==> src/hdl/scs_pkg.sv <==
// Purpose: Shared constants and types for the system clock source control block.
// Assumes: 8-bit register port; oscillator outputs arrive as levels sampled by CLK_SYS.
// Notes: Register addresses are byte addresses on the plain register port.
package scs_pkg;

    // Register addresses
    localparam logic [7:0] XTAL_CTRL_ADDR = 8'h0A;
    localparam logic [7:0] CLK_SEL_ADDR = 8'h03;
    localparam logic [7:0] STATUS_ADDR = 8'h0B;

    // Crystal control fields; drive codes 01 low, 10 middle, 11 high
    localparam int XTAL_EN_BIT = 7;
    localparam int XTAL_DRV_HI = 6;
    localparam int XTAL_DRV_LO = 5;

    // Clock select fields
    localparam int SEL_MODE_HI = 7;
    localparam int SEL_MODE_LO = 5;
    localparam int FAST_EN_BIT = 4;
    localparam int SEL_FINE_BIT = 3;
    localparam int SLOW_EN_BIT = 2;

    // Mode field codes
    localparam logic [2:0] MODE_SLOW = 3'h7;
    localparam logic [2:0] MODE_XTAL = 3'h5;
    localparam logic [2:0] MODE_FAST_A = 3'h1;
    localparam logic [2:0] MODE_FAST_B = 3'h0;
    localparam logic [2:0] MODE_FAST_C = 3'h3;

    // Reset values: slow RC runs the system, both RC oscillators enabled
    localparam logic [7:0] XTAL_CTRL_RESET = 8'h00;
    localparam logic [7:0] CLK_SEL_RESET = 8'hF4;

    // Fast RC divider taps: /2 up to /64
    localparam int DIV_TAPS = 6;

    // Source index doubles as bit index into the candidate level vector
    typedef enum logic [2:0] {
        SRC_FAST_DIV2 = 3'h0,
        SRC_FAST_DIV4 = 3'h1,
        SRC_FAST_DIV8 = 3'h2,
        SRC_FAST_DIV16 = 3'h3,
        SRC_FAST_DIV32 = 3'h4,
        SRC_FAST_DIV64 = 3'h5,
        SRC_SLOW = 3'h6,
        SRC_XTAL = 3'h7
    } scs_src_e;

    // Switch sequencer, Gray along idle -> old low -> new low; new low -> idle flips both bits
    typedef enum logic [1:0] {
        SW_IDLE = 2'h0,
        SW_OLD_LOW = 2'h1,
        SW_NEW_LOW = 2'h3
    } scs_sw_e;

    typedef struct packed {
        logic [7:0] xtal_ctrl;
        logic [7:0] clk_sel;
        logic [7:0] rdata;
        scs_sw_e sw;
        scs_src_e active;
        scs_src_e target;
        logic sys_clk;
    } scs_top_s;

endpackage

==> src/hdl/scs_clock_ctrl.sv <==
// Purpose: System clock source control: oscillator enables, crystal drive, glitch-free source mux.
// Assumes: Oscillator outputs are levels synchronous to CLK_SYS; register reads answer one cycle later.
// Notes: Software must not remove the running source; a disabled source reads zero.
// Notes: Fast RC divider taps are gated too, so none can stay frozen high.

`timescale 1ns/1ps
`default_nettype none
module scs_clock_ctrl (
    input wire logic CLK_SYS,
    input wire logic RST,
    input wire logic [7:0] ADDR,
    input wire logic [7:0] WDATA,
    input wire logic WR_STB,
    input wire logic RD_STB,
    output logic [7:0] RDATA,
    input wire logic FAST_RC_CLK,
    input wire logic SLOW_RC_CLK,
    input wire logic XTAL_CLK,
    output logic FAST_RC_EN,
    output logic SLOW_RC_EN,
    output logic XTAL_EN,
    output logic [1:0] XTAL_DRIVE,
    output logic SYS_CLK,
    output logic SWITCH_BUSY
);

    localparam scs_pkg::scs_top_s RESET_STATE = '{
        xtal_ctrl: scs_pkg::XTAL_CTRL_RESET,
        clk_sel: scs_pkg::CLK_SEL_RESET,
        rdata: 8'h00,
        sw: scs_pkg::SW_IDLE,
        active: scs_pkg::SRC_SLOW,
        target: scs_pkg::SRC_SLOW,
        sys_clk: 1'h0
    };

    // Whole block state; next_st is its combinational copy
    scs_pkg::scs_top_s st;
    scs_pkg::scs_top_s next_st;
    logic [scs_pkg::DIV_TAPS-1:0] fast_taps;
    logic [scs_pkg::DIV_TAPS-1:0] tap_lvl;
    logic fast_lvl;
    logic slow_lvl;
    logic xtal_lvl;
    // Candidate levels, one per source code
    logic [7:0] cand_lvl;
    logic [7:0] status_word;
    // Source decoded from the selection being written or held
    scs_pkg::scs_src_e want;

    function automatic scs_pkg::scs_src_e sel_decode(input logic [7:0] sel);
        logic [2:0] mode;
        logic fine;
        mode = sel[scs_pkg::SEL_MODE_HI:scs_pkg::SEL_MODE_LO];
        fine = sel[scs_pkg::SEL_FINE_BIT];
        // Remaining codes fall back to the slowest fast RC tap
        case (mode)
            scs_pkg::MODE_SLOW: begin
                sel_decode = scs_pkg::SRC_SLOW;
            end
            scs_pkg::MODE_XTAL: begin
                sel_decode = scs_pkg::SRC_XTAL;
            end
            scs_pkg::MODE_FAST_A: begin
                sel_decode = fine ? scs_pkg::SRC_FAST_DIV8 : scs_pkg::SRC_FAST_DIV2;
            end
            scs_pkg::MODE_FAST_B: begin
                sel_decode = fine ? scs_pkg::SRC_FAST_DIV16 : scs_pkg::SRC_FAST_DIV4;
            end
            scs_pkg::MODE_FAST_C: begin
                sel_decode = fine ? scs_pkg::SRC_FAST_DIV32 : scs_pkg::SRC_FAST_DIV64;
            end
            default: begin
                sel_decode = scs_pkg::SRC_FAST_DIV64;
            end
        endcase
    endfunction

    // A disabled oscillator reads zero, so the switch logic never waits on it
    // independent enables gate each source
    assign fast_lvl = FAST_RC_CLK & st.clk_sel[scs_pkg::FAST_EN_BIT];
    assign slow_lvl = SLOW_RC_CLK & st.clk_sel[scs_pkg::SLOW_EN_BIT];
    assign xtal_lvl = XTAL_CLK & st.xtal_ctrl[scs_pkg::XTAL_EN_BIT];

    // Divider counts only while the fast RC runs; its taps are the fast sources
    scs_rc_div #(
        .TAPS(scs_pkg::DIV_TAPS)
    ) u_fast_div (
        .clk(CLK_SYS),
        .rst(RST),
        .src_level(fast_lvl),
        .taps(fast_taps)
    );

    // a stopped fast RC must not leave a divider tap frozen high
    for (genvar t = 0; t < scs_pkg::DIV_TAPS; t++) begin : g_tap_gate
        assign tap_lvl[t] = fast_taps[t] & st.clk_sel[scs_pkg::FAST_EN_BIT];
    end

    // Index order matches the source enum
    assign cand_lvl = {xtal_lvl, slow_lvl, tap_lvl};

    // Status: bit 0 busy, bits 3..1 active source, bits 6..4 target source
    assign status_word = {1'h0, st.target, st.active, st.sw[0]};

    always_comb begin
        next_st = st;
        // Read data stands only in the cycle after the strobe
        next_st.rdata = 8'h00;
        if (WR_STB) begin
            case (ADDR)
                scs_pkg::XTAL_CTRL_ADDR: begin
                    next_st.xtal_ctrl = WDATA;
                end
                scs_pkg::CLK_SEL_ADDR: begin
                    next_st.clk_sel = WDATA;
                end
                default: begin
                    // Status and unmapped addresses ignore writes
                end
            endcase
        end

        // Reads of unmapped addresses return zero
        if (RD_STB) begin
            case (ADDR)
                scs_pkg::XTAL_CTRL_ADDR: begin
                    next_st.rdata = st.xtal_ctrl;
                end
                scs_pkg::CLK_SEL_ADDR: begin
                    next_st.rdata = st.clk_sel;
                end
                scs_pkg::STATUS_ADDR: begin
                    next_st.rdata = status_word;
                end
                default: begin
                    next_st.rdata = 8'h00;
                end
            endcase
        end

        // new selection seen in the write cycle
        want = sel_decode(next_st.clk_sel);
        next_st.target = want;

        // hold low between old and new source
        unique case (st.sw)
            scs_pkg::SW_IDLE: begin
                // Follow the active source one cycle late
                next_st.sys_clk = cand_lvl[st.active];
                if (want != st.active) begin
                    next_st.sw = scs_pkg::SW_OLD_LOW;
                end
            end
            scs_pkg::SW_OLD_LOW: begin
                // Let the old high phase finish; writing the old source back cancels
                next_st.sys_clk = cand_lvl[st.active];
                if (want == st.active) begin
                    next_st.sw = scs_pkg::SW_IDLE;
                end else if (!cand_lvl[st.active]) begin
                    next_st.sys_clk = 1'h0;
                    next_st.sw = scs_pkg::SW_NEW_LOW;
                end
            end
            scs_pkg::SW_NEW_LOW: begin
                // gated sources read zero, so a removed source cannot stall here
                // Hold low until the new source is low, so its first high phase is whole
                next_st.sys_clk = 1'h0;
                if (!cand_lvl[want]) begin
                    next_st.active = want;
                    next_st.sw = scs_pkg::SW_IDLE;
                end
            end
            default: begin
                // Unused code recovers to idle
                next_st.sw = scs_pkg::SW_IDLE;
            end
        endcase
    end

    // Synchronous reset restores the boot selection
    always_ff @(posedge CLK_SYS) begin
        if (RST) begin
            st <= RESET_STATE;
        end else begin
            st <= next_st;
        end
    end

    // Every output is a register field, with no logic after the flops
    assign RDATA = st.rdata;
    assign FAST_RC_EN = st.clk_sel[scs_pkg::FAST_EN_BIT];
    assign SLOW_RC_EN = st.clk_sel[scs_pkg::SLOW_EN_BIT];
    assign XTAL_EN = st.xtal_ctrl[scs_pkg::XTAL_EN_BIT];
    assign XTAL_DRIVE = st.xtal_ctrl[scs_pkg::XTAL_DRV_HI:scs_pkg::XTAL_DRV_LO];
    assign SYS_CLK = st.sys_clk;
    assign SWITCH_BUSY = st.sw[0];
endmodule
`default_nettype wire

==> src/hdl/scs_rc_div.sv <==
// Purpose: Power-of-two divider of the fast RC oscillator level.
// Assumes: Source level is sampled by clk and is much slower than clk.
// Notes: Tap i toggles at source / 2^(i+1).
`timescale 1ns/1ps
`default_nettype none
module scs_rc_div #(
    parameter int TAPS = 6
) (
    input wire logic clk,
    input wire logic rst,
    input wire logic src_level,
    output logic [TAPS-1:0] taps
);
    typedef struct packed {
        logic prev;
        logic [TAPS-1:0] cnt;
    } scs_div_s;

    scs_div_s st;
    scs_div_s next_st;

    always_comb begin
        next_st = st;
        next_st.prev = src_level;
        if (src_level && !st.prev) begin
            next_st.cnt = st.cnt + 1'h1;
        end
    end

    always_ff @(posedge clk) begin
        if (rst) begin
            st <= '0;
        end else begin
            st <= next_st;
        end
    end

    assign taps = st.cnt;
endmodule
`default_nettype wire

==> config.mk <==
export PLATFORM = sky130hd
export DESIGN_NAME = scs_clock_ctrl
export DESIGN_NICKNAME = d
export VERILOG_FILES = /design/src/hdl/scs_pkg.sv /design/src/hdl/scs_clock_ctrl.sv /design/src/hdl/scs_rc_div.sv
export SDC_FILE = /design/constraint.sdc
export NUM_CORES = 1
export LEC_CHECK = 0
export BUFFER_PORTS_ARGS = -buffer_cell sky130_fd_sc_hd__buf_2
export CAP_MARGIN = 15
export CORE_MARGIN = 2
export CORE_UTILIZATION = 27
export CTS_CLUSTER_DIAMETER = 30
export CTS_CLUSTER_SIZE = 16
export DETAILED_ROUTE_END_ITERATION = 10
export PLACE_DENSITY_LB_ADDON = 0.05
export SLEW_MARGIN = 20
export SYNTH_ARGS = -nofsm -noshare
export SYNTH_HDL_FRONTEND = slang
export SYNTH_SLANG_ARGS = --single-unit
export TNS_END_PERCENT = 20
==> constraint.sdc <==
create_clock -name CLK_SYS -period 4.63 [get_ports CLK_SYS]
set_input_delay 0.463 -clock CLK_SYS [delete_from_list [all_inputs] [get_ports CLK_SYS]]
set_output_delay 0.463 -clock CLK_SYS [all_outputs]
set_load 0.005 [all_outputs]
==> impl_results.md <==
- Result of the run: finished clean
- Die outline height: 96.6 um
- Std-Cell Core Area: 0.00826 mm^2
- EDFF count, synth: 0
- Clock slew at reported path FFs: 0.08 ns
- Peak fanout along the critical path: 17
- Ordered list of cells on the worst path: buf_2 -> or4b_4 -> nor3_4 -> mux4_1 -> mux2_2 -> o21ai_0 -> o22ai_1
- Total overflow reported by the global router: 0
- Final Setup Violations: 0
- Wirelength, routed: 6740 um
- # DRC: 0
- Number of sinks handled by clock tree synthesis: 40
- Setup clock skew after layout: 0.00575 ns
- Cell class contributing the biggest share of worst-path delay: simple AND/OR/NAND/NOR gates
- Critical Path Slowest Stage Cell: nor3_4
- Diode count: 0
- DR vias: 1,954
- Largest net degree at the start of global routing: 34
- Full die area: 0.00933 mm^2
- Number of placed cells counting well taps: 384
- DRT Pass-1 Iters: 5
- Clk root buf: clkbuf_8
- Yosys warns: 0
- Type of destination of the critical path: flip-flop
- Combinational Power Share: 9.2%
- Source-to-sink clock delay at the later pin of the worst-skew pair: 0.30 ns
- Worst path buffer plus inverter count: 1
- FFs w/ async S/R, synth: 0%
- Net count after synthesis: 287
- Count of different cell masters after synthesis: 55
- Final min period: 2.86 ns
- Initial antenna violation count: 0
- Worst ir drop on vdd: 114 uV
- Via count of the first global-routing pass: 1,952
- Wire per inst: 17.2 um
- Reg-to-reg setup timing slack: 2.64 ns
- Worst relative slew slack: 49.5%
- Area delta synth->final: 11.9%
- Final HPWL from detailed placement: 4990 um
- Endpoint required time on the critical path: 4.81 ns
- P_int: 0.493 mW
- Post-layout nets: 310
- Share of power burned in the clock network: 38.1%
- Setup tns final: 0 ns
- Avg Synthesized Cell Area: 8.81 um^2
- Power density normalized to cell area: 257 mW/mm^2
- Violation count after the first detailed-route iteration: 89
- FF-to-FF Start: st[24]$_SDFF_PP1_
- Number of levels the H-tree was split into: 2
- Worst-margin pin slew: 0.755 ns
- Number of buffers added by the clock tree synthesis step: 5
- Die Wd: 96.6 um
- Final instance count without filler cells: 392
- Final critical-path share of the clock period: 61.8%
- Total of buffers placed on input and output ports: 37
- Count of final hold-check violations: 0
- Startpoint type of the worst setup path: input pin
- Post-CTS setup buffers: 0
- FILL cells: 919
- Fraction of final layout cells with drive strength greater than 1: 26.5%
- Max-cap violations: 0
- Launch instance of the worst min-delay path: WDATA[2]
- Peak Freq: 0.349 GHz
- Setup CP Type: in2reg
- Data arrival, critical path: 3.04 ns
- Initial Util: 28.0%
- Total of flip-flops plus latches after synthesis: 40
- Post-layout total power: 0.666 mW
- Unrepaired setup endpoints after global routing: no
- Global-route total usage across every layer: 14.8%
- Pleak: 1.07 nW
- Routed vias/inst: 4.98
- Final GP Congestion: 0.772
- Max clock buf depth: 2
- WP depth: 7
- Setup slack after layout: 1.77 ns
- Wire length of the first global-routing pass: 10,900 um
- Endpoint of the worst hold path: SLOW_RC_EN$_SDFFE_PP1P_
- # hold bufs at CTS: 0
- Post-Syn Instances: 263
- Netlist Area Pre-Place: 0.00232 mm^2
- Main synth FF type: dfxtp_1
- Antenna-violating nets left: 0
- Num rows: 33
- Clock tree from TritonCTS: yes
- Crit-path max cell delay: 0.65 ns
- Reg power frac: 52.7%
- WHS: 0.399 ns
- Pins over their slew limit: 0
- Min-Delay Path Class: in2reg
- Switching power: 0.173 mW
- Worst reg2reg endpoint: st[8]$_SDFFE_PP0P_
- Setup slack at placement: 1.40 ns
- Number of instances resized during post-cts repair: 0
- Switching power share of the total: 26.0%
- Sequential share of the synthesized area: 34.6%
- Number of top-level pins: 38
- Worst Hold Path Cells: 3
- Worst Reg2Reg Path Length in Cells: 6
==> worst register-to-register path: stages (launching register included) <==
cell,delay [ns]
dfxtp_1,0.42
nor2_1,0.27
nand2_1,0.12
mux4_1,0.49
mux2_2,0.27
o21ai_0,0.20
o22ai_1,0.12
==> sequential cells by signal, summed over array words and instances, names as in the netlist <==
name / cells
u_fast_div.st: 1
FAST_RC_EN: 1
st: 18
SLOW_RC_EN: 1
SYS_CLK: 1
XTAL_DRIVE: 2
SWITCH_BUSY: 1
RDATA: 8
XTAL_EN: 1
u_fast_div.taps: 6
==> layout make-up <==
cell class	instances	area [um^2]	area share (%)
Inverter	4	15.0	0.579
Clock inverter	2	15.0	0.579
Multi-Input combinational cell	194	1330	51.4
Sequential cell	40	801	30.9
Tap cell	105	131	5.07
Clock buffer	6	82.6	3.19
Timing Repair Buffer	41	215	8.30
==> metrics by stage <==
stage	instance area (um^2)	util [%]
finish	2590	31.4
global route	2590	31.4
CTS	2590	31.4
detailed placement	2490	30.2
global placement	2490	30.2
floorplan	2320	-
==> per-layer routing <==
layer	track usage [%]	routed length, um	vias to the layer above
li1	-	-	976
met1	19.1	3150	933
met2	24.7	3250	41
met3	3.11	270	4
met4	4.23	72	0
met5	0	0	-
==> placed cells by master (no fill, tap or decap), types with 7 or more instances in the layout <==
cell type  Yosys  final
mux2_2        10     10
a22oi_1        7      7
a21oi_1        7      7
o21ai_0       11     11
nand3_1        7      7
nor2_1        29     29
nand2_1       35     35
buf_2          1     37
mux2i_1       14     14
dfxtp_1       40     40
==> power by group through the flow <==
stage	combinational, mW	clock (mW)	sequential, mW
after global placement	0.0626	0	0.359
after CTS	0.0624	0.267	0.351
after detailed placement	0.0623	0	0.359
final	0.0612	0.254	0.351
after global routing	0.0681	0.278	0.351
after floorplan	0.0378	0	0.357
==> cells in the mapped netlist, types with 3 or more instances <==
master / n / area [um^2]
nor2b_1: 6 / 37.5
nor2_1: 29 / 109
buf_4: 10 / 75.1
nor4_1: 3 / 18.8
inv_1: 4 / 15.0
o21ai_0: 11 / 55.1
nand2b_1: 6 / 37.5
nand2_1: 35 / 131
nand4_1: 3 / 18.8
nand3b_1: 6 / 45.0
xor2_1: 3 / 26.3
a22oi_1: 7 / 52.6
clkbuf_1: 9 / 33.8
a21oi_1: 7 / 35.0
mux2i_1: 14 / 140
nand3_1: 7 / 35.0
mux2_2: 10 / 113
dfxtp_1: 40 / 801
xnor2_1: 3 / 26.3
==> worst max path at each step <==
| stage | from | end | slack, ns |
|---|---|---|---|
| 2_1_floorplan | ADDR[7] | SWITCH_BUSY$_SDFFE_PP0P_ | 1.96 |
| 3_3_place_gp | ADDR[7] | SWITCH_BUSY$_SDFFE_PP0P_ | 1.47 |
| 3_5_place_dp | ADDR[7] | st[8]$_SDFFE_PP0P_ | 1.40 |
| 4_1_cts | ADDR[7] | st[8]$_SDFFE_PP0P_ | 1.75 |
| 5_1_grt | ADDR[7] | st[8]$_SDFFE_PP0P_ | 1.57 |
| 6_report | ADDR[7] | st[8]$_SDFFE_PP0P_ | 1.77 |
==> kinds of logic after synthesis <==
family	count (synthesis)	share of synthesized area [%]
DFF	40	34.6
and+or+nand+nor	114	25.9
muxes	29	15.5
xor gates and xnor gates	6	2.27
AOI/OAI and AO/OA	44	13.4
buffers and inverters	29	7.89
adders and majority gates	1	0.540
(Power assumes the default switching activity.)
